File: src/common/ext_mem_op_pkg.sv
// ============================================================
// Shared widths, layouts, resets and encodings
package ext_mem_op_pkg;

	// ========================================================
	// Widths
	localparam int DATA_W   = 8;   // Data memory byte
	localparam int DADDR_W  = 10;  // Data memory address
	localparam int PDATA_W  = 16;  // Program word
	localparam int PADDR_W  = 14;  // Program memory address
	localparam int PAGE_W   = 6;   // Page bits above the low pointer
	localparam int BITSEL_W = 3;   // Bit index within a byte

	// ========================================================
	// Field positions
	localparam int SIGN_BIT = 7;   // Sign bit of a byte
	localparam int NIB_LO   = 0;   // Low nibble base
	localparam int NIB_HI   = 4;   // High nibble base
	localparam int NIB_W    = 4;   // Nibble width
	localparam int LOW_LSB  = 0;   // Program word low byte base
	localparam int HIGH_LSB = 8;   // Program word high byte base

	// ========================================================
	// Constant values and reset values
	localparam logic [DATA_W-1:0] BYTE_ZERO = 8'h00;
	localparam logic [DATA_W-1:0] BYTE_ONE  = 8'h01;
	localparam logic [PAGE_W-1:0] LAST_PAGE = 6'h3F;
	localparam logic [DATA_W-1:0] WORK_RST  = 8'h00;
	localparam logic [DATA_W-1:0] PTR_RST   = 8'h00;
	localparam logic [DATA_W-1:0] LATCH_RST = 8'h00;
	localparam logic              FLAG_RST  = 1'b0;

	// ========================================================
	// Operations handled by the executor
	typedef enum logic [3:0] {
		OP_INC_SKIP_ZERO_TO_WORK = 4'h0,
		OP_SKIP_IF_BIT_NONZERO   = 4'h1,
		OP_SKIP_IF_BIT_ZERO      = 4'h2,
		OP_SKIP_IF_NONZERO       = 4'h3,
		OP_SKIP_IF_ZERO          = 4'h4,
		OP_LOAD_SKIP_IF_ZERO     = 4'h5,
		OP_SUBTRACT_TO_WORK      = 4'h6,
		OP_SUBTRACT_TO_MEMORY    = 4'h7,
		OP_NIBBLE_EXCHANGE       = 4'h8,
		OP_NIBBLE_EXCHANGE_WORK  = 4'h9,
		OP_PAGED_TABLE_READ      = 4'hA,
		OP_LAST_PAGE_TABLE_READ  = 4'hB,
		OP_PREINC_PAGED_READ     = 4'hC,
		OP_PREINC_LAST_PAGE_READ = 4'hD,
		OP_EXCLUSIVE_OR_TO_WORK  = 4'hE,
		OP_EXCLUSIVE_OR_TO_MEM   = 4'hF
	} op_e;

	// ========================================================
	// Sequencer states, one bit flips per step except EXEC and FILL back to IDLE
	typedef enum logic [2:0] {
		ST_IDLE  = 3'h0,
		ST_READ  = 3'h1,
		ST_EXEC  = 3'h3,
		ST_DUMMY = 3'h2,
		ST_PROG  = 3'h4,
		ST_FILL  = 3'h5
	} state_e;

endpackage : ext_mem_op_pkg

File: src/core/sub_flag_unit.sv
`timescale 1ns/1ps
// ============================================================
// Byte subtractor with the full status flag set
module sub_flag_unit (
	input  wire logic [ext_mem_op_pkg::DATA_W-1:0] minuend,
	input  wire logic [ext_mem_op_pkg::DATA_W-1:0] subtrahend,
	output logic [ext_mem_op_pkg::DATA_W-1:0]      difference,
	output logic                                   signedRangeFlag,
	output logic                                   zeroFlag,
	output logic                                   nibbleBorrowFlag,
	output logic                                   borrowFlag,
	output logic                                   signedCompareFlag,
	output logic                                   chainedNullFlag
);

	// ========================================================
	// Arithmetic
	logic [ext_mem_op_pkg::DATA_W:0] wideDiff;  // Extra bit is the borrow
	logic                            minSign;   // Sign of minuend
	logic                            subSign;   // Sign of subtrahend
	logic                            difSign;   // Sign of result

	assign wideDiff   = {1'b0, minuend} - {1'b0, subtrahend};
	assign difference = wideDiff[ext_mem_op_pkg::DATA_W-1:0];
	assign minSign    = minuend[ext_mem_op_pkg::SIGN_BIT];
	assign subSign    = subtrahend[ext_mem_op_pkg::SIGN_BIT];
	assign difSign    = difference[ext_mem_op_pkg::SIGN_BIT];

	// ========================================================
	// Flags: carry sense is inverted, set means no borrow
	assign borrowFlag       = ~wideDiff[ext_mem_op_pkg::DATA_W];
	assign nibbleBorrowFlag =
		minuend[ext_mem_op_pkg::NIB_LO +: ext_mem_op_pkg::NIB_W] >=
		subtrahend[ext_mem_op_pkg::NIB_LO +: ext_mem_op_pkg::NIB_W];
	// Overflow only when operand signs differ and result flips
	assign signedRangeFlag  = (minSign ^ subSign) & (minSign ^ difSign);
	assign zeroFlag         = difference == ext_mem_op_pkg::BYTE_ZERO;
	// True signed less-than, immune to overflow
	assign signedCompareFlag = signedRangeFlag ^ difSign;
	// No incoming carry here, so the chained test equals zero
	assign chainedNullFlag  = zeroFlag;

endmodule : sub_flag_unit

File: src/core/extended_memory_op_executor.sv
`timescale 1ns/1ps
// ============================================================
// Extended data memory operation executor
// What this block does
// - Increment byte into work, skip on zero
// - Taken skip costs three cycles, else continue
// - Bit test skips when selected bit one
// - Bit test skips when selected bit zero
// - Byte tests write back, skip zero/nonzero
// - Work minus byte; carry set unless negative
// - Subtracts update all six status flags
// - Subtract variant writes difference to memory
// - Swap byte nibbles in place, no flags
// - Swapped byte to work, memory unchanged
// - Copy byte to work, skip on zero
// - Paged table read: low memory, high latch
// - Last page table read uses low pointer
// - Pre-increment low pointer, then paged read
// - Pre-increment low pointer, then last page
// - Exclusive-or into work, zero flag only
// - Exclusive-or into memory, zero flag only
module extended_memory_op_executor (
	input  wire logic                                clk_sys,
	input  wire logic                                rst_b,
	input  wire logic                                clkEn,
	input  wire logic                                opStart,
	input  wire ext_mem_op_pkg::op_e                 opCode,
	input  wire logic [ext_mem_op_pkg::DADDR_W-1:0]  opAddr,
	input  wire logic [ext_mem_op_pkg::BITSEL_W-1:0] opBit,
	output logic                                     ready,
	output logic                                     opDone,
	output logic                                     skipNext,
	output logic [ext_mem_op_pkg::DADDR_W-1:0]       memAddr,
	output logic                                     memRd,
	input  wire logic [ext_mem_op_pkg::DATA_W-1:0]   memRdData,
	output logic                                     memWr,
	output logic [ext_mem_op_pkg::DATA_W-1:0]        memWrData,
	output logic [ext_mem_op_pkg::PADDR_W-1:0]       progAddr,
	output logic                                     progRd,
	input  wire logic [ext_mem_op_pkg::PDATA_W-1:0]  progData,
	input  wire logic                                ptrLowWr,
	input  wire logic                                ptrHighWr,
	input  wire logic [ext_mem_op_pkg::DATA_W-1:0]   ptrWrData,
	input  wire logic                                workLoad,
	input  wire logic [ext_mem_op_pkg::DATA_W-1:0]   workLoadData,
	output logic [ext_mem_op_pkg::DATA_W-1:0]        workRegister,
	output logic                                     signedRangeFlag,
	output logic                                     zeroFlag,
	output logic                                     nibbleBorrowFlag,
	output logic                                     borrowFlag,
	output logic                                     signedCompareFlag,
	output logic                                     chainedNullFlag,
	output logic [ext_mem_op_pkg::DATA_W-1:0]        tableHighLatch,
	output logic [ext_mem_op_pkg::DATA_W-1:0]        tablePtrLow,
	output logic [ext_mem_op_pkg::DATA_W-1:0]        tablePtrHigh
);

	// ========================================================
	// Sequencer and captured operation
	ext_mem_op_pkg::state_e                  state;      // Current step
	ext_mem_op_pkg::state_e                  next_state; // Following step
	ext_mem_op_pkg::op_e                     opQ;        // Held operation
	logic [ext_mem_op_pkg::BITSEL_W-1:0]     bitQ;       // Held bit index
	logic [ext_mem_op_pkg::DADDR_W-1:0]      addrQ;      // Held address

	// ========================================================
	// Operation classes
	logic tableOp;     // Any of the four table reads
	logic preincOp;    // Table read that bumps the low pointer
	logic lastPageOp;  // Table read fixed to the final page
	logic subOp;       // Either subtract form
	logic xorOp;       // Either exclusive-or form
	logic workWrite;   // Result lands in the work register
	logic memWrite;    // Result lands in data memory
	logic takeSkip;    // Skip condition met in execute step

	assign tableOp = opQ inside {
		ext_mem_op_pkg::OP_PAGED_TABLE_READ,
		ext_mem_op_pkg::OP_LAST_PAGE_TABLE_READ,
		ext_mem_op_pkg::OP_PREINC_PAGED_READ,
		ext_mem_op_pkg::OP_PREINC_LAST_PAGE_READ};
	assign preincOp = opQ inside {
		ext_mem_op_pkg::OP_PREINC_PAGED_READ,
		ext_mem_op_pkg::OP_PREINC_LAST_PAGE_READ};
	assign lastPageOp = opQ inside {
		ext_mem_op_pkg::OP_LAST_PAGE_TABLE_READ,
		ext_mem_op_pkg::OP_PREINC_LAST_PAGE_READ};
	assign subOp = opQ inside {
		ext_mem_op_pkg::OP_SUBTRACT_TO_WORK,
		ext_mem_op_pkg::OP_SUBTRACT_TO_MEMORY};
	assign xorOp = opQ inside {
		ext_mem_op_pkg::OP_EXCLUSIVE_OR_TO_WORK,
		ext_mem_op_pkg::OP_EXCLUSIVE_OR_TO_MEM};
	assign workWrite = opQ inside {
		ext_mem_op_pkg::OP_INC_SKIP_ZERO_TO_WORK,
		ext_mem_op_pkg::OP_LOAD_SKIP_IF_ZERO,
		ext_mem_op_pkg::OP_SUBTRACT_TO_WORK,
		ext_mem_op_pkg::OP_NIBBLE_EXCHANGE_WORK,
		ext_mem_op_pkg::OP_EXCLUSIVE_OR_TO_WORK};
	// Byte tests rewrite the byte they read
	assign memWrite = opQ inside {
		ext_mem_op_pkg::OP_SKIP_IF_NONZERO,
		ext_mem_op_pkg::OP_SKIP_IF_ZERO,
		ext_mem_op_pkg::OP_SUBTRACT_TO_MEMORY,
		ext_mem_op_pkg::OP_NIBBLE_EXCHANGE,
		ext_mem_op_pkg::OP_EXCLUSIVE_OR_TO_MEM};

	// ========================================================
	// Datapath
	logic [ext_mem_op_pkg::DATA_W-1:0] incByte;  // Byte plus one
	logic [ext_mem_op_pkg::DATA_W-1:0] swapByte; // Nibbles exchanged
	logic [ext_mem_op_pkg::DATA_W-1:0] xorByte;  // Work xor byte
	logic [ext_mem_op_pkg::DATA_W-1:0] subByte;  // Work minus byte
	logic [ext_mem_op_pkg::DATA_W-1:0] result;   // Selected result
	logic                              selBit;   // Tested bit
	logic                              memZero;  // Byte is zero
	logic subOv, subZ, subAc, subC, subSc, subCz;  // Subtract flags
	logic [ext_mem_op_pkg::DATA_W-1:0] ptrLowRead; // Low pointer as fetched

	assign incByte  = memRdData + ext_mem_op_pkg::BYTE_ONE;
	assign swapByte = {
		memRdData[ext_mem_op_pkg::NIB_LO +: ext_mem_op_pkg::NIB_W],
		memRdData[ext_mem_op_pkg::NIB_HI +: ext_mem_op_pkg::NIB_W]};
	assign xorByte  = workRegister ^ memRdData;
	assign selBit   = memRdData[bitQ];
	assign memZero  = memRdData == ext_mem_op_pkg::BYTE_ZERO;

	// Result selection; byte tests and loads pass the byte through
	assign result =
		(opQ == ext_mem_op_pkg::OP_INC_SKIP_ZERO_TO_WORK) ? incByte :
		subOp ? subByte :
		xorOp ? xorByte :
		(opQ == ext_mem_op_pkg::OP_NIBBLE_EXCHANGE ||
		 opQ == ext_mem_op_pkg::OP_NIBBLE_EXCHANGE_WORK) ? swapByte :
		memRdData;

	// Skip condition per test kind
	assign takeSkip =
		(opQ == ext_mem_op_pkg::OP_INC_SKIP_ZERO_TO_WORK) ?
			incByte == ext_mem_op_pkg::BYTE_ZERO :
		(opQ == ext_mem_op_pkg::OP_SKIP_IF_BIT_NONZERO) ? selBit :
		(opQ == ext_mem_op_pkg::OP_SKIP_IF_BIT_ZERO) ? !selBit :
		(opQ == ext_mem_op_pkg::OP_SKIP_IF_NONZERO) ? !memZero :
		(opQ == ext_mem_op_pkg::OP_SKIP_IF_ZERO ||
		 opQ == ext_mem_op_pkg::OP_LOAD_SKIP_IF_ZERO) ? memZero :
		1'b0;

	// Shared subtractor for both subtract forms
	sub_flag_unit subUnit (
		.minuend           (workRegister),
		.subtrahend        (memRdData),
		.difference        (subByte),
		.signedRangeFlag   (subOv),
		.zeroFlag          (subZ),
		.nibbleBorrowFlag  (subAc),
		.borrowFlag        (subC),
		.signedCompareFlag (subSc),
		.chainedNullFlag   (subCz)
	);

	// ========================================================
	// Handshake and memory control
	assign ready    = state == ext_mem_op_pkg::ST_IDLE && !memWr;
	assign memRd    = state == ext_mem_op_pkg::ST_READ;
	assign progRd   = state == ext_mem_op_pkg::ST_PROG;
	assign memAddr  = addrQ;
	// The core turns its fetched instruction into a nop here
	assign skipNext = state == ext_mem_op_pkg::ST_DUMMY;
	assign opDone   = skipNext || state == ext_mem_op_pkg::ST_FILL ||
		(state == ext_mem_op_pkg::ST_EXEC && !takeSkip);
	// The bump lands only as PROG ends, so the fetch adds it itself
	assign ptrLowRead = preincOp ?
		tablePtrLow + ext_mem_op_pkg::BYTE_ONE : tablePtrLow;
	assign progAddr = lastPageOp ?
		{ext_mem_op_pkg::LAST_PAGE, ptrLowRead} :
		{tablePtrHigh[ext_mem_op_pkg::PAGE_W-1:0], ptrLowRead};

	// ========================================================
	// Next-state selection
	always_comb begin
		next_state = state;
		case (state)
			// Table reads skip the data read entirely
			ext_mem_op_pkg::ST_IDLE: begin
				if (opStart && ready) begin
					next_state = (opCode inside {
						ext_mem_op_pkg::OP_PAGED_TABLE_READ,
						ext_mem_op_pkg::OP_LAST_PAGE_TABLE_READ,
						ext_mem_op_pkg::OP_PREINC_PAGED_READ,
						ext_mem_op_pkg::OP_PREINC_LAST_PAGE_READ}) ?
						ext_mem_op_pkg::ST_PROG : ext_mem_op_pkg::ST_READ;
				end
			end
			ext_mem_op_pkg::ST_READ: begin
				next_state = ext_mem_op_pkg::ST_EXEC;
			end
			// A taken skip inserts the dummy cycle
			ext_mem_op_pkg::ST_EXEC: begin
				next_state = takeSkip ? ext_mem_op_pkg::ST_DUMMY :
					ext_mem_op_pkg::ST_IDLE;
			end
			ext_mem_op_pkg::ST_PROG: begin
				next_state = ext_mem_op_pkg::ST_FILL;
			end
			default: begin
				next_state = ext_mem_op_pkg::ST_IDLE;
			end
		endcase
	end

	// ========================================================
	// Sequencer and operand capture
	always_ff @(posedge clk_sys or negedge rst_b) begin
		if (!rst_b) begin
			state <= ext_mem_op_pkg::ST_IDLE;
			opQ   <= ext_mem_op_pkg::OP_INC_SKIP_ZERO_TO_WORK;
			bitQ  <= '0;
			addrQ <= '0;
		end else if (clkEn) begin
			state <= next_state;
			if (opStart && ready) begin
				opQ   <= opCode;
				bitQ  <= opBit;
				addrQ <= opAddr;
			end
		end
	end

	// ========================================================
	// Data memory write port, one cycle after the result step
	always_ff @(posedge clk_sys or negedge rst_b) begin
		if (!rst_b) begin
			memWr     <= 1'b0;
			memWrData <= ext_mem_op_pkg::BYTE_ZERO;
		end else if (clkEn) begin
			memWr <= (state == ext_mem_op_pkg::ST_EXEC && memWrite) ||
				state == ext_mem_op_pkg::ST_FILL;
			if (state == ext_mem_op_pkg::ST_EXEC) begin
				memWrData <= result;
			end else if (state == ext_mem_op_pkg::ST_FILL) begin
				memWrData <= progData[ext_mem_op_pkg::LOW_LSB +:
					ext_mem_op_pkg::DATA_W];
			end
		end
	end

	// ========================================================
	// Work register; skipped instructions never reach it
	always_ff @(posedge clk_sys or negedge rst_b) begin
		if (!rst_b) begin
			workRegister <= ext_mem_op_pkg::WORK_RST;
		end else if (clkEn) begin
			if (state == ext_mem_op_pkg::ST_EXEC && workWrite) begin
				workRegister <= result;
			end else if (workLoad && state == ext_mem_op_pkg::ST_IDLE) begin
				workRegister <= workLoadData;
			end
		end
	end

	// ========================================================
	// Status flags; swap, tests and table reads leave them
	always_ff @(posedge clk_sys or negedge rst_b) begin
		if (!rst_b) begin
			signedRangeFlag   <= ext_mem_op_pkg::FLAG_RST;
			zeroFlag          <= ext_mem_op_pkg::FLAG_RST;
			nibbleBorrowFlag  <= ext_mem_op_pkg::FLAG_RST;
			borrowFlag        <= ext_mem_op_pkg::FLAG_RST;
			signedCompareFlag <= ext_mem_op_pkg::FLAG_RST;
			chainedNullFlag   <= ext_mem_op_pkg::FLAG_RST;
		end else if (clkEn && state == ext_mem_op_pkg::ST_EXEC) begin
			if (subOp) begin
				signedRangeFlag   <= subOv;
				zeroFlag          <= subZ;
				nibbleBorrowFlag  <= subAc;
				borrowFlag        <= subC;
				signedCompareFlag <= subSc;
				chainedNullFlag   <= subCz;
			end else if (xorOp) begin
				zeroFlag <= xorByte == ext_mem_op_pkg::BYTE_ZERO;
			end
		end
	end

	// ========================================================
	// Table pointer and high latch
	always_ff @(posedge clk_sys or negedge rst_b) begin
		if (!rst_b) begin
			tablePtrLow    <= ext_mem_op_pkg::PTR_RST;
			tablePtrHigh   <= ext_mem_op_pkg::PTR_RST;
			tableHighLatch <= ext_mem_op_pkg::LATCH_RST;
		end else if (clkEn) begin
			// Bump wins over a core write landing in the same cycle
			if (state == ext_mem_op_pkg::ST_PROG && preincOp) begin
				tablePtrLow <= tablePtrLow + ext_mem_op_pkg::BYTE_ONE;
			end else if (ptrLowWr) begin
				tablePtrLow <= ptrWrData;
			end
			if (ptrHighWr) begin
				tablePtrHigh <= ptrWrData;
			end
			if (state == ext_mem_op_pkg::ST_FILL) begin
				tableHighLatch <= progData[ext_mem_op_pkg::HIGH_LSB +:
					ext_mem_op_pkg::DATA_W];
			end
		end
	end
endmodule : extended_memory_op_executor

File: config.mk
export PLATFORM = sky130hd
export DESIGN_NAME = extended_memory_op_executor
export DESIGN_NICKNAME = d
export VERILOG_FILES = /design/src/common/ext_mem_op_pkg.sv /design/src/core/sub_flag_unit.sv /design/src/core/extended_memory_op_executor.sv
export SDC_FILE = /design/constraint.sdc
export NUM_CORES = 1
export LEC_CHECK = 0
export BUFFER_PORTS_ARGS = -buffer_cell sky130_fd_sc_hd__buf_2
export CAP_MARGIN = 20
export CORE_MARGIN = 1
export CORE_UTILIZATION = 47
export CTS_CLUSTER_SIZE = 16
export DETAILED_ROUTE_END_ITERATION = 10
export PLACE_DENSITY = 0.81
export SETUP_SLACK_MARGIN = 0.3
export SLEW_MARGIN = 20
export SYNTH_ARGS = -nofsm -noshare
export SYNTH_HDL_FRONTEND = slang
export SYNTH_SLANG_ARGS = --single-unit
File: constraint.sdc
create_clock -name clk_sys -period 2.72 [get_ports clk_sys]
set_clock_uncertainty 0.1 [all_clocks]
set_input_delay 0.544 -clock clk_sys [delete_from_list [all_inputs] [get_ports clk_sys]]
set_output_delay 0.544 -clock clk_sys [all_outputs]
set_load 0.005 [all_outputs]
* Word level (Yosys, flattened, before mapping) *
Index checks and enable logic that the tools add are counted.
Widths: inputs -> output; s select.

storage, ports and cells
  word-level logic and storage cells = 119
  flip-flop bits (word level) = 67
  output and inout bits = 76
  bits of input ports = 64

operators by class
  $add $sub $neg = 3
  multiplexer cells = 25
  reductions and logical operators = 43
  order comparisons = 2
  bitwise operators = 6
  equal/unequal tests = 24

operators by type and width
  operator             count
  $mux 8               11
  $eq 4x4->1 const B   11
  $logic_not 8->1      4
  $reduce_and 2->1     9
  $add 8x1->8 const B  2
  $eq 4x3->1 const B   4
  $reduce_bool 2->1    8
  $mux 14              1
  $pmux 3 s4           1
  $reduce_bool 5->1    2
  $sub 8x8->9          1
  $eq 4x2->1 const B   2
  $logic_and 1x1->1    8
  $mux 1               8
  $xor 8x8->8          1
  $eq 3x2->1 const B   2
  $eq 3x3->1 const B   2
  $mux 3               2
  $logic_or 1x1->1     5
  $eq 4x1->1 const B   1
  $ge 4x4->1           1
  $logic_not 1->1      4
  $logic_not 4->1      1
  $lt 3x4->1 const B   1
  other kinds (9)      11

* Longest topological paths before layout *
Gate-level depths: netlist of the first run.

  depth after elaboration = 10
  mapped depth = 14
  gate-level depth less buffers = 13

* By module *
A second synthesis of the first run with hierarchy kept.

unflattened totals
  cells, all modules = 506
  area total of the unflattened synthesis = 4,548.1 um2

by module, submodules not included
  module                       area each (um2)  cells each  times used  seq. area each (um2)
  extended_memory_op_executor  4,146.5          451         1           1,676.6
  sub_flag_unit                401.6            55          1           0.0

* Worst setup path after synthesis of the first run *
Ideal clock, no wire load.

  path type = input -> register
  start point = input port memRdData[2] (netlist bit)
  end point = register workRegister[7] (netlist bit)
  required time = 2.556 ns
  stages on the path = 14
  library setup time = 0.064 ns
  arrival time = 2.817 ns
  path buffers = 1
  slack = -0.261 ns
  cell sequence = buf_4 -> inv_1 -> ha_1 -> o21ai_0 -> a21oi_1 -> o31a_1 -> nor2_1 -> nor2_1 -> nor2_1 -> fa_1 -> a21oi_1 -> a22oi_1 -> a211oi_1 -> a21o_1

on the way
  longest elaborated chain between the ends = 4
  elaborated cells between the ends (all ways) = 5
  classes of those cells = 2 x add/sub; 3 x mux

ends and longest elaborated chain
  element               line                                RTL
  from (decl)           extended_memory_op_executor.sv:35   input wire logic [ext_mem_op_pkg::DATA_W-1:0] memRdData,
  $sub 8x8->9           sub_flag_unit.sv:23                 assign wideDiff = {1'b0, minuend} - {1'b0, subtrahend};
  $mux 8                extended_memory_op_executor.sv:131  subOp ? subByte :
  $mux 8 (*)            extended_memory_op_executor.sv:130  (opQ == ext_mem_op_pkg::OP_INC_SKIP_ZERO_TO_WORK) ? incByte :
  $mux 8 (*)            extended_memory_op_executor.sv:253  if (state == ext_mem_op_pkg::ST_EXEC && workWrite) begin
  to (signal assigned)  extended_memory_op_executor.sv:251  workRegister <= ext_mem_op_pkg::WORK_RST;
  to (signal assigned)  extended_memory_op_executor.sv:254  workRegister <= result;
  to (signal assigned)  extended_memory_op_executor.sv:256  workRegister <= workLoadData;
  to (decl)             extended_memory_op_executor.sv:46   output logic [ext_mem_op_pkg::DATA_W-1:0] workRegister,

Mark *: on every way between the ends. The rest lies on a longest branch, timed or not.
A chain may end at the register's enable or synchronous reset.

* Worst setup path after layout of the first run *
  start point = input port memRdData[0] (netlist bit)
  end point = output port opDone

on the way
  longest elaborated chain between the ends = 9
  elaborated cells between the ends (all ways) = 15
  classes of those cells = 1 x add/sub; 7 x mux; 7 x reduce/logical

ends and longest elaborated chain
  element                                                              line                                RTL
  parallel branches: the longest is 5 deep, another holds $add 8x1->8  -
  $mux 1 (*)                                                           extended_memory_op_executor.sv:139  (opQ == ext_mem_op_pkg::OP_INC_SKIP_ZERO_TO_WORK) ?
  $logic_not 1->1 (*)                                                  extended_memory_op_executor.sv:170  (state == ext_mem_op_pkg::ST_EXEC && !takeSkip);
  $logic_and 1x1->1 (*)                                                extended_memory_op_executor.sv:170
  $logic_or 1x1->1 (*)                                                 extended_memory_op_executor.sv:169  assign opDone = skipNext || state == ext_mem_op_pkg::ST_FILL ||
  to (decl)                                                            extended_memory_op_executor.sv:31   output logic opDone,

Mark *: on every way between the ends. The select of a mux whose other input is x is not followed.

==> results of run 1 <==
synth_stat cells (2+ instances only):
cell type   n  area (sq um)
dfrtp_1    67          1680
nand2_1    54           203
nor2_1     39           146
mux2_2     29           327
a21oi_1    26           130
o21ai_0    23           115
nand3_1    17          85.1
inv_1      15          56.3
ha_1       12           150
buf_2      11          55.1
a22oi_1    10          75.1
buf_4      10          75.1
mux2i_1    10           100
o211ai_1   10          75.1
xnor2_1    10          87.6
xor2_1      9          78.8
a21o_1      8          60.1
clkbuf_1    8          30.0
a211oi_1    7          52.6
nor2b_1     7          43.8
or2_2       7          43.8
a2bb2oi_1   6          52.6
nand4_1     6          37.5
nor3_1      6          30.0
and3_1      5          31.3
nand2b_1    5          31.3
a31oi_1     4          25.0
buf_6       4          45.0
o22ai_1     4          25.0
a221o_1     3          30.0
and2_1      3          18.8
o221ai_1    3          26.3
and3b_1     2          17.5
fa_1        2          40.0
inv_2       2          7.51
nand4b_1    2          17.5
nor3b_1     2          15.0
nor3b_2     2          25.0
nor4_1      2          12.5
nor4_4      2          42.5
o211a_1     2          20.0
o21a_1      2          15.0
o21ai_1     2          10.0
cells in the final DEF, fill, tap and decap left out, types with 5 or more instances in the layout:
cell       count
a2bb2oi_1      6
mux2_2        29
a21oi_1       22
nor2b_1        6
o21ai_0       19
o211ai_1      10
ha_1           7
buf_6          5
clkbuf_8       9
xor2_1         8
a22oi_1        8
dfrtp_1       60
nor3_1         5
nand4_1        6
or2_4          7
nor2_1        35
inv_1         12
a21o_1         8
dfrtp_2        6
xnor2_1        9
nand3_1       15
buf_4         84
buf_2        138
mux2i_1        9
nand2_1       51
area by class of cell:
class,instances,area [sq um]
Fill cell,750,2870
Clock inverter,7,98.8
Multi-Input combinational cell,370,2870
Tap cell,129,161
Clock buffer,9,124
Timing Repair Buffer,229,1410
Inverter,17,66.3
Sequential cell,67,1690
layer usage:
layer | vias to the layer above | GRT usage
li1 | 2168 | -
met1 | 2295 | 0.397
met2 | 194 | 0.458
met3 | 19 | 0.0634
met4 | 0 | 0.0836
met5 | - | 0
critical path: stages:
cell and delay (ns):
buf_2 0.10, buf_4 0.13, buf_4 0.16, inv_1 0.07, ha_1 0.23, a311oi_1 0.24, a41oi_1 0.13, and3b_1 0.26
nor3_2 0.16, o21ai_1 0.11, buf_2 0.14
state kept, by name, indices dropped and copies added (netlist names), 3 cells and up:
name,cells
bitQ,3
memAddr,10
workRegister,8
opQ,4
tablePtrHigh,8
tableHighLatch,8
memWrData,8
state,3
tablePtrLow,8
per-stage QoR:
step | TNS [ns] | power [uW] | utilization | hold slack (ns)
detailed placement | -1.75 | 4930 | 0.614 | 0.365
CTS | -0.114 | 6260 | 0.670 | 0.158
floorplan | -0.172 | 3690 | - | 0.148
finish | -0.177 | 6610 | 0.691 | 0.131
global route | -0.319 | 7030 | 0.691 | 0.176
global placement | -1.18 | 4850 | 0.614 | 0.352
power by group through the flow:
stage,clock [uW],combinational (uW),sequential [uW]
final,949,3900,1750
after global routing,1020,4220,1800
after global placement,0,3090,1760
after detailed placement,0,3150,1780
after floorplan,0,2040,1650
after CTS,958,3570,1730
cell families (layout without fill, tap and decap cells):
family          after synthesis  in the layout  synth area share
flops                        67             67             0.371
fa+ha+maj                    14             14            0.0421
compound gates              124            124             0.185
xor+xnor                     19             19            0.0369
simple gates                172            172             0.200
mux                          41             41             0.105
buf+inv                      50            262            0.0596
how the worst min path moves through the flow:
stage | endpoint | slack, ns | from
global route | tableHighLatch[0]$_DFFE_PN0P_ | 0.18 | rst_b
finish | tableHighLatch[4]$_DFFE_PN0P_ | 0.13 | rst_b
global placement | tableHighLatch[2]$_DFFE_PN0P_ | 0.35 | tableHighLatch[2]$_DFFE_PN0P_
floorplan | bitQ[0]$_DFFE_PN0P_ | 0.15 | rst_b
detailed placement | chainedNullFlag$_DFFE_PN0P_ | 0.37 | chainedNullFlag$_DFFE_PN0P_
CTS | tableHighLatch[4]$_DFFE_PN0P_ | 0.16 | rst_b
what timing repair did:
item,CTS,global route
resized for setup,40,33
setup endpoints to repair,23,24
buffers inserted,20,9
hold buffers,0,0
pin swaps,25,14
==> run_summary.xml, run 1 <==
<?xml version="1.0" encoding="UTF-8"?>
<metrics>
  <group name="status">
    <metric name="run_status" unit="">complete, but fails checks</metric>
    <metric name="violated_checks" unit="">setup timing</metric>
  </group>
  <group name="pwr">
    <metric name="power_report.internal_total" unit="uW">3870</metric>
    <metric name="ir_worst_vdd" unit="mV">0.498</metric>
    <metric name="switching_share" unit="">0.414</metric>
    <metric name="share_of_power_burned_in_the_clock_network" unit="">0.144</metric>
    <metric name="total_leakage_power" unit="uW">0.00307</metric>
    <metric name="share_seq_of_total_power" unit="">0.265</metric>
    <metric name="power_switching" unit="uW">2730</metric>
    <metric name="power_frac_comb" unit="">0.591</metric>
    <metric name="power.density" unit="nW/um^2">1030</metric>
  </group>
  <group name="clocking">
    <metric name="clkLatencyLatePin" unit="ns">0.36</metric>
    <metric name="cts-root-buf" unit="">clkbuf_8</metric>
    <metric name="cts_tree" unit="">yes</metric>
    <metric name="tritoncts_sinks" unit="">67</metric>
    <metric name="clock_tree.htree_level_count" unit="">3</metric>
    <metric name="tritoncts.num_buffers" unit="">9</metric>
    <metric name="max-clock-path-buffers" unit="">2</metric>
    <metric name="post_cts_clock_slew_at_the_launch_and_capture_registers_of_the_worst_setup_and_hold_paths" unit="ns">0.09</metric>
  </group>
  <group name="synth">
    <metric name="synth_cell_type_count" unit="">70</metric>
    <metric name="syn_inst" unit="">487</metric>
    <metric name="avgSynthCellArea" unit="sq um">9.27</metric>
    <metric name="proportion_of_register_bits_with_asynchronous_set_or_reset_after_synthesis" unit="">1.00</metric>
    <metric name="postSynthRegisterBits" unit="">67</metric>
    <metric name="synth_warnings" unit="">0</metric>
    <metric name="post_synth_instance_area" unit="sq um">4510</metric>
    <metric name="ys.flop_type" unit="">dfrtp_1</metric>
    <metric name="ys_seq_area_frac" unit="">0.371</metric>
    <metric name="net_count_synth" unit="">565</metric>
    <metric name="edff_count_synth" unit="">0</metric>
  </group>
  <group name="critical_path">
    <metric name="r2r_end" unit="">workRegister[7]$_DFFE_PN0P_</metric>
    <metric name="timing.critical_path.to" unit="">opDone</metric>
    <metric name="cp.arrival" unit="ns">2.25</metric>
    <metric name="critPathRequiredTime" unit="ns">2.08</metric>
    <metric name="critical_path.startpoint" unit="">memRdData[0]</metric>
    <metric name="worstSetupEndpointType" unit="">output port</metric>
    <metric name="crit-reg2reg-launch" unit="">workRegister[1]$_DFFE_PN0P_</metric>
    <metric name="reg2reg_slack" unit="ns">0.09</metric>
    <metric name="crit_path_start_kind" unit="">primary input</metric>
    <metric name="path_type_of_the_worst_setup_path" unit="">primary input to output port</metric>
    <metric name="critical_path.max_fanout" unit="">7</metric>
    <metric name="worst-r2r-cell-count" unit="">12</metric>
  </group>
  <group name="placement">
    <metric name="finalWeightedCongestion" unit="">0.934</metric>
    <metric name="area_after_dpl" unit="sq um">5700</metric>
    <metric name="dp_slack" unit="ns">-0.289</metric>
    <metric name="dp_cells" unit="">783</metric>
    <metric name="io_buffers" unit="">139</metric>
    <metric name="half_perimeter_wire_length_of_the_detailed_placement_result" unit="microns">10500</metric>
  </group>
  <group name="global_route">
    <metric name="grt.overflow.total" unit="">0</metric>
    <metric name="grt_start_max_net_pins" unit="">37</metric>
    <metric name="antenna_violations_before_repair" unit="">0</metric>
    <metric name="grt_pass1_vias" unit="">4487</metric>
    <metric name="gr-usage-all-layers" unit="">0.288</metric>
    <metric name="global_route_wire_length_before_repair" unit="microns">22400</metric>
  </group>
  <group name="routing">
    <metric name="drt_first_pass_iters" unit="">5</metric>
    <metric name="wl_per_cell" unit="microns">17.4</metric>
    <metric name="dr.max_layer_used" unit="">met4</metric>
    <metric name="detailroute.via_count" unit="">4676</metric>
    <metric name="viasPerCell" unit="">5.65</metric>
    <metric name="drt-initial-drc-count" unit="">269</metric>
    <metric name="routed_wirelength" unit="microns">14400</metric>
    <metric name="met2_wire_length" unit="microns">6860</metric>
    <metric name="drc" unit="">0</metric>
    <metric name="drt-met1-wl" unit="microns">6410</metric>
    <metric name="remaining_number_of_nets_flagged_by_the_antenna_check_after_routing" unit="">0</metric>
    <metric name="met3_length" unit="microns">928</metric>
  </group>
  <group name="floorplanning">
    <metric name="io_pins" unit="">140</metric>
    <metric name="effective_utilization_at_floorplan" unit="">0.486</metric>
    <metric name="core_region_area" unit="sq um">9280</metric>
    <metric name="fp-row-count" unit="">35</metric>
    <metric name="area_of_the_die" unit="sq um">10000</metric>
    <metric name="die_outline_width" unit="microns">100</metric>
    <metric name="die-height" unit="microns">100</metric>
  </group>
  <group name="run">
    <metric name="maxCapViolations" unit="">0</metric>
  </group>
  <group name="cells_and_area">
    <metric name="post_route_cells_drive_above_1_share" unit="">0.502</metric>
    <metric name="area.growth.synth_to_final" unit="%">42.1</metric>
    <metric name="final_net_count" unit="">772</metric>
    <metric name="fin_area" unit="sq um">6420</metric>
    <metric name="antenna_cells" unit="">0</metric>
    <metric name="final-instance-count-excl-fill" unit="">828</metric>
  </group>
  <group name="sta">
    <metric name="slew_viol_final" unit="">0</metric>
    <metric name="hold_violation_total_from_the_final_report" unit="">0</metric>
    <metric name="final-setup-viol-count" unit="">1</metric>
    <metric name="final.min_clock_period" unit="ns">2.90</metric>
    <metric name="final.period_utilization" unit="">1.06</metric>
    <metric name="setup_repair_after_global_routing_missed_its_margin" unit="">true</metric>
    <metric name="relSlewSlack" unit="">0.511</metric>
    <metric name="layout_setup_ws" unit="ns">-0.177</metric>
    <metric name="timing_worst_slew_pin_value" unit="ns">0.733</metric>
    <metric name="max_clock_freq" unit="MHz">345</metric>
  </group>
  <group name="worst_hold_path">
    <metric name="holdCritPathClass" unit="">primary input to asynchronous set/reset pin</metric>
  </group>
</metrics>
Power figures use the tool's default switching activity.
==> inputs of run 2 (changes only) <==
--- a/config.mk
+++ b/config.mk
@@ -5,6 +5,7 @@
 export SDC_FILE = /design/constraint.sdc
 export NUM_CORES = 1
 export LEC_CHECK = 0
+export ABC_AREA = 1
 export BUFFER_PORTS_ARGS = -buffer_cell sky130_fd_sc_hd__buf_2
 export CAP_MARGIN = 20
 export CORE_MARGIN = 1
@@ -13,7 +14,7 @@
 export DETAILED_ROUTE_END_ITERATION = 10
 export PLACE_DENSITY = 0.81
 export SETUP_SLACK_MARGIN = 0.3
-export SLEW_MARGIN = 20
+export SLEW_MARGIN = 40
 export SYNTH_ARGS = -nofsm -noshare
 export SYNTH_HDL_FRONTEND = slang
 export SYNTH_SLANG_ARGS = --single-unit
==> run 2 against run 1 <==
The flow now finishes without violations. First-iteration DRC count fell by 12%. Largest cell class unchanged. Global-route usage down 0.46 points. Combinational power fell by 12%. Highest routed layer unchanged. Worst setup slack gained 0.29 ns. Critical endpoint is now memWrData[7]$_DFFE_PN0P_.
==> run_summary.xml, run 2 <==
<?xml version="1.0" encoding="UTF-8"?>
<metrics>
  <group name="cells_and_area">
    <metric name="post_route_cells_drive_above_1_share" unit="">0.371</metric>
    <metric name="final_net_count" unit="">854</metric>
    <metric name="antenna_cells" unit="">0</metric>
    <metric name="most-common-layout-cells" unit="">nand2_1, buf_2, dfrtp_1</metric>
    <metric name="layout.cells.most_common" unit="">nand2_1</metric>
    <metric name="max_reg_flops" unit="">10</metric>
    <metric name="area.growth.synth_to_final" unit="%">34.9</metric>
    <metric name="final-instance-count-excl-fill" unit="">909</metric>
  </group>
  <group name="synth">
    <metric name="yosysTopAreaCellShare" unit="">0.374</metric>
    <metric name="synth_cell_type_count" unit="">48</metric>
    <metric name="ys.flop_type" unit="">dfrtp_1</metric>
    <metric name="post-synth-top-area-cell" unit="">dfrtp_1</metric>
    <metric name="ys_seq_area_frac" unit="">0.374</metric>
    <metric name="most_used_standard_cell_by_instance_count_after_synthesis" unit="">nand2_1</metric>
    <metric name="synth_warnings" unit="">0</metric>
    <metric name="leading_cell_types_by_count_after_synthesis" unit="">nand2_1, dfrtp_1, nor2_1</metric>
    <metric name="postSynthRegisterBits" unit="">67</metric>
    <metric name="syn_inst" unit="">589</metric>
    <metric name="avgSynthCellArea" unit="sq um">7.61</metric>
    <metric name="proportion_of_register_bits_with_asynchronous_set_or_reset_after_synthesis" unit="">1.00</metric>
    <metric name="post_synth_instance_area" unit="sq um">4480</metric>
    <metric name="synth.area.top_cells" unit="">dfrtp_1, nand2_1, nor2_1</metric>
    <metric name="net_count_synth" unit="">667</metric>
    <metric name="edff_count_synth" unit="">0</metric>
  </group>
  <group name="global_route">
    <metric name="grt.overflow.total" unit="">0</metric>
    <metric name="antenna_violations_before_repair" unit="">0</metric>
    <metric name="gr-usage-all-layers" unit="">0.284</metric>
    <metric name="grt_start_max_net_pins" unit="">39</metric>
    <metric name="global_route_wire_length_before_repair" unit="microns">22000</metric>
    <metric name="grt_pass1_vias" unit="">4620</metric>
  </group>
  <group name="pwr">
    <metric name="report.power.total" unit="uW">6010</metric>
    <metric name="power.density" unit="nW/um^2">993</metric>
    <metric name="total_leakage_power" unit="uW">0.00315</metric>
    <metric name="ir_worst_vdd" unit="mV">0.490</metric>
  </group>
  <group name="critical_path">
    <metric name="reg2reg_slack" unit="ns">0.11</metric>
    <metric name="critical_path_buf_inv_count" unit="">2</metric>
    <metric name="slowest_stage" unit="">fa_1</metric>
    <metric name="crit_path_start_kind" unit="">flop</metric>
    <metric name="r2r_end" unit="">memWrData[7]$_DFFE_PN0P_</metric>
    <metric name="critical_path.max_fanout" unit="">4</metric>
    <metric name="path_type_of_the_worst_setup_path" unit="">flop to flop</metric>
    <metric name="worst-path-stages" unit="">15</metric>
    <metric name="cp_top_family" unit="">adder cells</metric>
    <metric name="timing.critical_path.cells" unit="">ha_4, nand2_2, o21ai_2, nand2_1, nand2_1, nand2_2, nand2_2, a21oi_2, fa_1, buf_4, inv_1, o211ai_1, nand2_1, nor2_1, o21ai_1</metric>
    <metric name="critical_path.max_stage_delay" unit="ns">0.55</metric>
    <metric name="cp.arrival" unit="ns">2.73</metric>
    <metric name="critPathRequiredTime" unit="ns">2.84</metric>
    <metric name="timing.critical_path.to" unit="">memWrData[7]$_DFFE_PN0P_</metric>
    <metric name="crit-reg2reg-launch" unit="">workRegister[2]$_DFFE_PN0P_</metric>
    <metric name="critical_path.startpoint" unit="">workRegister[2]$_DFFE_PN0P_</metric>
    <metric name="worstSetupEndpointType" unit="">flop</metric>
    <metric name="worst-r2r-cell-count" unit="">15</metric>
  </group>
  <group name="clocking">
    <metric name="cts_hold_repair_buffers" unit="">0</metric>
    <metric name="tritoncts.num_buffers" unit="">9</metric>
    <metric name="cts-root-buf" unit="">clkbuf_8</metric>
    <metric name="max-clock-path-buffers" unit="">2</metric>
    <metric name="tritoncts_sinks" unit="">67</metric>
    <metric name="post_cts_clock_slew_at_the_launch_and_capture_registers_of_the_worst_setup_and_hold_paths" unit="ns">0.08</metric>
    <metric name="clkLatencyLatePin" unit="ns">0.34</metric>
    <metric name="cts_tree" unit="">yes</metric>
    <metric name="clock_tree.htree_level_count" unit="">3</metric>
  </group>
  <group name="sta">
    <metric name="hold_violation_total_from_the_final_report" unit="">0</metric>
    <metric name="setup_repair_after_global_routing_missed_its_margin" unit="">true</metric>
    <metric name="max_clock_freq" unit="MHz">384</metric>
    <metric name="final-setup-viol-count" unit="">0</metric>
    <metric name="final.min_clock_period" unit="ns">2.61</metric>
    <metric name="worst_hold_slack" unit="ns">0.128</metric>
    <metric name="relSlewSlack" unit="">0.586</metric>
    <metric name="timing_worst_slew_pin_value" unit="ns">0.618</metric>
    <metric name="slew_viol_final" unit="">0</metric>
    <metric name="final.period_utilization" unit="">0.958</metric>
  </group>
  <group name="placement">
    <metric name="io_buffers" unit="">139</metric>
    <metric name="dp_cells" unit="">866</metric>
    <metric name="half_perimeter_wire_length_of_the_detailed_placement_result" unit="microns">10400</metric>
    <metric name="finalWeightedCongestion" unit="">0.919</metric>
  </group>
  <group name="routing">
    <metric name="viasPerCell" unit="">5.29</metric>
    <metric name="wl_per_cell" unit="microns">15.7</metric>
    <metric name="drt-initial-drc-count" unit="">236</metric>
    <metric name="remaining_number_of_nets_flagged_by_the_antenna_check_after_routing" unit="">0</metric>
    <metric name="drt_first_pass_iters" unit="">6</metric>
    <metric name="detailroute.via_count" unit="">4811</metric>
    <metric name="routed_wirelength" unit="microns">14300</metric>
    <metric name="drc" unit="">0</metric>
  </group>
  <group name="floorplanning">
    <metric name="die_outline_width" unit="microns">99.7</metric>
    <metric name="die-height" unit="microns">99.7</metric>
    <metric name="core_region_area" unit="sq um">9240</metric>
    <metric name="fp-row-count" unit="">35</metric>
    <metric name="effective_utilization_at_floorplan" unit="">0.485</metric>
    <metric name="io_pins" unit="">140</metric>
    <metric name="area_of_the_die" unit="sq um">9930</metric>
  </group>
  <group name="status">
    <metric name="run_status" unit="">complete, no violations</metric>
  </group>
  <group name="worst_hold_path">
    <metric name="holdCritPathClass" unit="">primary input to asynchronous set/reset pin</metric>
  </group>
  <group name="run">
    <metric name="maxCapViolations" unit="">0</metric>
  </group>
</metrics>
## run 2: cell types whose count changed after synthesis, sizes merged, moves of 16 or more
cell / previous run / this run
a21oi: 27 / 43
inv: 17 / 60
mux2: 29 / 13
nand2: 55 / 174
nand3: 19 / 48
nor2: 40 / 74
## run 2: cells by family (layout without fill, tap and decap cells)
| logic type | Yosys count | count (layout) | share of synthesized area |
|---|---|---|---|
| flip-flops | 67 | 67 | 0.374 |
| AO/OA/AOI/OAI | 95 | 95 | 0.122 |
| XOR/XNOR | 14 | 14 | 0.0273 |
| adder cells (fa/ha/maj) | 14 | 14 | 0.0424 |
| AND/OR/NAND/NOR | 312 | 312 | 0.326 |
| buffers and inverters | 74 | 265 | 0.0759 |
| multiplexers | 13 | 13 | 0.0327 |
## run 2: per-layer routing
layer | up-vias | GRT usage | part of all wire
met5 | - | 0 | 0
met4 | 0 | 0.0860 | 0.018
met3 | 25 | 0.0485 | 0.076
met2 | 234 | 0.509 | 0.51
met1 | 2265 | 0.347 | 0.39
li1 | 2287 | - | -
## run 2: report_power, final
part           internal (uW)  switching, uW
logic                   1490           1940
clock network            418            402
registers               1410            347
## run 2: final cells by class
class,instances,area [sq um]
flip-flops and latches,67,1680
clock inverters,5,53.8
inverters,61,249
fillers,801,3190
well taps,129,161
clock buffers,10,128
repair buffers,189,1130
multi-input cells,448,2640
## run 2: through the flow
stage | setup slack (ns) | instance area (sq um) | TNS, ns | utilization
after floorplan | -0.0742 | 4530 | -0.168 | -
after global placement | -0.147 | 5430 | -0.404 | 0.588
after detailed placement | -0.220 | 5430 | -0.687 | 0.588
after CTS | 0.131 | 5820 | 0 | 0.630
after global routing | -0.0175 | 6050 | -0.0248 | 0.655
final | 0.113 | 6050 | 0 | 0.655
## run 2: worst min-delay path by stage
stage                                             start                       endpoint  slack [ns]  cells after the start
after floorplan                                   rst_b            bitQ[0]$_DFFE_PN0P_        0.15                      0
after global placement    tableHighLatch[1]$_DFFE_PN0P_  tableHighLatch[1]$_DFFE_PN0P_        0.35                      2
after detailed placement  tableHighLatch[1]$_DFFE_PN0P_  tableHighLatch[1]$_DFFE_PN0P_        0.35                      2
after CTS                                         rst_b    workRegister[6]$_DFFE_PN0P_        0.13                      2
after global routing                              rst_b           zeroFlag$_DFFE_PN0P_        0.16                      2
final                                             rst_b    workRegister[2]$_DFFE_PN0P_        0.13                      2
## run 2: repair_timing
item / 4_1_cts / 5_1_grt
setup endpoints to repair: 11 / 16
pin swaps: 16 / 19
resized for setup: 20 / 38
buffers inserted: 17 / 11
==> inputs of run 3 (changes only) <==
--- a/config.mk
+++ b/config.mk
@@ -17,4 +17,5 @@
 export SLEW_MARGIN = 40
 export SYNTH_ARGS = -nofsm -noshare
 export SYNTH_HDL_FRONTEND = slang
+export SYNTH_HIERARCHICAL = 1
 export SYNTH_SLANG_ARGS = --single-unit
==> run 3 against run 2 <==
Via count rose by 4.4%. Synthesized cell count grew 12%. Synthesized area grew 3.3%. Core utilization up 0.91 points. Combinational power grew 1%. Flip-flop and latch count unchanged. Sequential share of layout area down 0.79 points. Cell count increased by 6.9%. Cell area rose by 3.3%. Routed wire length grew 0.42%. Critical path depth is the same.
==> run_summary.xml, run 3 <==
<?xml version="1.0" encoding="UTF-8"?>
<metrics>
  <group name="placement">
    <metric name="area_after_dpl" unit="sq um">5610</metric>
    <metric name="io_buffers" unit="">139</metric>
    <metric name="dp_slack" unit="ns">-0.0410</metric>
    <metric name="half_perimeter_wire_length_of_the_detailed_placement_result" unit="microns">10700</metric>
    <metric name="finalWeightedCongestion" unit="">1.01</metric>
  </group>
  <group name="routing">
    <metric name="wl_per_cell" unit="microns">14.7</metric>
    <metric name="drt-initial-drc-count" unit="">263</metric>
    <metric name="viasPerCell" unit="">5.17</metric>
    <metric name="routed_wirelength" unit="microns">14300</metric>
    <metric name="detailroute.via_count" unit="">5021</metric>
    <metric name="drt_first_pass_iters" unit="">5</metric>
    <metric name="drc" unit="">0</metric>
    <metric name="remaining_number_of_nets_flagged_by_the_antenna_check_after_routing" unit="">0</metric>
  </group>
  <group name="critical_path">
    <metric name="worst-path-stages" unit="">15</metric>
    <metric name="critical_path.max_stage_delay" unit="ns">0.52</metric>
    <metric name="path_type_of_the_worst_setup_path" unit="">flop to flop</metric>
    <metric name="critical_path.max_fanout" unit="">3</metric>
    <metric name="crit_path_start_kind" unit="">flop</metric>
    <metric name="worst-r2r-cell-count" unit="">15</metric>
    <metric name="critPathRequiredTime" unit="ns">2.90</metric>
    <metric name="worstSetupEndpointType" unit="">flop</metric>
    <metric name="slowest_stage" unit="">fa_1</metric>
    <metric name="critical_path_buf_inv_count" unit="">2</metric>
    <metric name="cp_top_family" unit="">adder cells</metric>
    <metric name="cp.arrival" unit="ns">2.66</metric>
    <metric name="timing.critical_path.cells" unit="">ha_4, nand2_2, nand2_2, inv_2, nand2_4, a21oi_2, fa_1, inv_2, nor3_2, nand2_1, nor2_1, nand2_1, nor2_2, a211oi_2, a21oi_1</metric>
  </group>
  <group name="global_route">
    <metric name="gr-usage-all-layers" unit="">0.276</metric>
    <metric name="grt_busiest_layer" unit="">met2</metric>
    <metric name="grt_pass1_vias" unit="">4629</metric>
    <metric name="antenna_violations_before_repair" unit="">0</metric>
    <metric name="grt.overflow.total" unit="">0</metric>
    <metric name="global_route_wire_length_before_repair" unit="microns">22000</metric>
    <metric name="groute.layer.met1.usage" unit="">0.379</metric>
    <metric name="grt_start_max_net_pins" unit="">68</metric>
    <metric name="met2_track_demand_over_resource" unit="">0.435</metric>
    <metric name="globalRouteMet3Util" unit="">0.0573</metric>
  </group>
  <group name="clocking">
    <metric name="cts_hold_repair_buffers" unit="">0</metric>
    <metric name="tritoncts.num_buffers" unit="">9</metric>
    <metric name="post_cts_clock_slew_at_the_launch_and_capture_registers_of_the_worst_setup_and_hold_paths" unit="ns">0.08</metric>
    <metric name="cts-root-buf" unit="">clkbuf_8</metric>
    <metric name="clock_tree.htree_level_count" unit="">3</metric>
    <metric name="clkLatencyLatePin" unit="ns">0.36</metric>
    <metric name="cts_tree" unit="">yes</metric>
    <metric name="tritoncts_sinks" unit="">67</metric>
    <metric name="max-clock-path-buffers" unit="">2</metric>
  </group>
  <group name="synth">
    <metric name="ys_seq_area_frac" unit="">0.362</metric>
    <metric name="post_synth_instance_area" unit="sq um">4630</metric>
    <metric name="ys.flop_type" unit="">dfrtp_1</metric>
    <metric name="syn_inst" unit="">660</metric>
    <metric name="proportion_of_register_bits_with_asynchronous_set_or_reset_after_synthesis" unit="">1.00</metric>
    <metric name="most_used_standard_cell_by_instance_count_after_synthesis" unit="">nand2_1</metric>
    <metric name="synth.area.top_cells" unit="">dfrtp_1, nand2_1, nor2_1</metric>
    <metric name="postSynthRegisterBits" unit="">67</metric>
    <metric name="yosysTopAreaCellShare" unit="">0.362</metric>
    <metric name="avgSynthCellArea" unit="sq um">7.02</metric>
    <metric name="edff_count_synth" unit="">0</metric>
    <metric name="synth_cell_type_count" unit="">39</metric>
    <metric name="post-synth-top-area-cell" unit="">dfrtp_1</metric>
    <metric name="leading_cell_types_by_count_after_synthesis" unit="">nand2_1, dfrtp_1, nor2_1</metric>
    <metric name="synth_warnings" unit="">6</metric>
    <metric name="net_count_synth" unit="">737</metric>
  </group>
  <group name="sta">
    <metric name="timing_worst_slew_pin_value" unit="ns">0.560</metric>
    <metric name="relSlewSlack" unit="">0.626</metric>
    <metric name="hold_violation_total_from_the_final_report" unit="">0</metric>
    <metric name="max_clock_freq" unit="MHz">403</metric>
    <metric name="final.min_clock_period" unit="ns">2.48</metric>
    <metric name="final.period_utilization" unit="">0.913</metric>
    <metric name="final-setup-viol-count" unit="">0</metric>
    <metric name="layout_setup_ws" unit="ns">0.236</metric>
    <metric name="slew_viol_final" unit="">0</metric>
    <metric name="setup_repair_after_global_routing_missed_its_margin" unit="">true</metric>
  </group>
  <group name="floorplanning">
    <metric name="die-height" unit="microns">101</metric>
    <metric name="area_of_the_die" unit="sq um">10300</metric>
    <metric name="fp-row-count" unit="">35</metric>
    <metric name="effective_utilization_at_floorplan" unit="">0.492</metric>
    <metric name="die_outline_width" unit="microns">101</metric>
    <metric name="io_pins" unit="">140</metric>
    <metric name="core_region_area" unit="sq um">9420</metric>
  </group>
  <group name="pwr">
    <metric name="ir_worst_vdd" unit="mV">0.473</metric>
    <metric name="total_leakage_power" unit="uW">0.00330</metric>
    <metric name="report.power.total" unit="uW">6130</metric>
    <metric name="power.density" unit="nW/um^2">981</metric>
  </group>
  <group name="status">
    <metric name="run_status" unit="">complete, no violations</metric>
  </group>
  <group name="run">
    <metric name="maxCapViolations" unit="">0</metric>
  </group>
  <group name="cells_and_area">
    <metric name="most-common-layout-cells" unit="">nand2_1, buf_2, dfrtp_1</metric>
    <metric name="antenna_cells" unit="">0</metric>
    <metric name="area.growth.synth_to_final" unit="%">34.9</metric>
    <metric name="final_net_count" unit="">915</metric>
    <metric name="layout.cells.most_common" unit="">nand2_1</metric>
    <metric name="fin_area" unit="sq um">6250</metric>
    <metric name="max_reg_flops" unit="">10</metric>
    <metric name="number_of_filler_instances_in_the_final_layout" unit="">805</metric>
    <metric name="post_route_cells_drive_above_1_share" unit="">0.376</metric>
  </group>
  <group name="worst_hold_path">
    <metric name="holdCritPathClass" unit="">primary input to asynchronous set/reset pin</metric>
  </group>
</metrics>
run 3: worst register-to-register path, delay by kind of cell (launching register included):
family	cells	cell delay, ns
AO/OA/AOI/OAI	3	0.27
adder cells (fa/ha/maj)	2	0.81
flip-flops	1	0.45
AND/OR/NAND/NOR	8	0.67
buffers and inverters	2	0.10
run 3: cell families after synthesis:
logic type,synth area share
DFF,0.362
AOI/OAI and AO/OA,0.107
muxes,0.0170
buffers and inverters,0.0918
adders and majority gates,0.0383
xor gates and xnor gates,0.0359
and+or+nand+nor,0.348
run 3: cell type report:
type | count | area [sq um] | area share
Multi-Input combinational cell | 494 | 2800 | 0.447
Sequential cell | 67 | 1690 | 0.270
Timing Repair Buffer | 184 | 1070 | 0.171
Inverter | 82 | 327 | 0.0523
Tap cell | 129 | 161 | 0.0258
Clock buffer | 9 | 124 | 0.0198
Clock inverter | 7 | 82.6 | 0.0132
run 3: timing repair:
item | CTS | global route
pin swaps | 9 | 21
gates resized for setup | 19 | 50
endpoints found under the setup margin | 7 | 19
buffers inserted | 8 | 16
run 3: per-layer routing:
metal	share of wire	vias up
met4	0.025	0
li1	-	2458
met1	0.44	2352
met2	0.47	181
met3	0.071	30
met5	0	-
run 3: worst paths after layout:
| path | start | end | slack (ns) |
|---|---|---|---|
| max | workRegister[2]$_DFFE_PN0P_ | zeroFlag$_DFFE_PN0P_ | 0.24 |
| min | rst_b | memWrData[4]$_DFFE_PN0P_ | 0.10 |
| max reg2reg | workRegister[2]$_DFFE_PN0P_ | zeroFlag$_DFFE_PN0P_ | 0.24 |
| min reg2reg | tableHighLatch[7]$_DFFE_PN0P_ | tableHighLatch[7]$_DFFE_PN0P_ | 0.38 |
| max in group asynchronous | rst_b | tablePtrLow[1]$_DFFE_PN0P_ | 2.10 |
| min in group clk_sys | opAddr[8] | memAddr[8]$_DFFE_PN0P_ | 0.28 |
run 3: through the flow:
step	std cells	util	hold WS, ns	TNS [ns]
4_1_cts	956	0.630	0.107	0
3_5_place_dp	932	0.595	0.360	-0.0410
6_report	972	0.664	0.102	0
2_1_floorplan	660	-	0.148	0
3_3_place_gp	932	0.595	0.352	0
5_1_grt	972	0.664	0.126	0
run 3: power by group:
part / switching [uW] / leakage [uW] / total (uW) / internal (uW)
sequential: 376 / 0.000818 / 1770 / 1390
combinational: 2020 / 0.00239 / 3480 / 1460
clock: 442 / 0.0000988 / 881 / 439
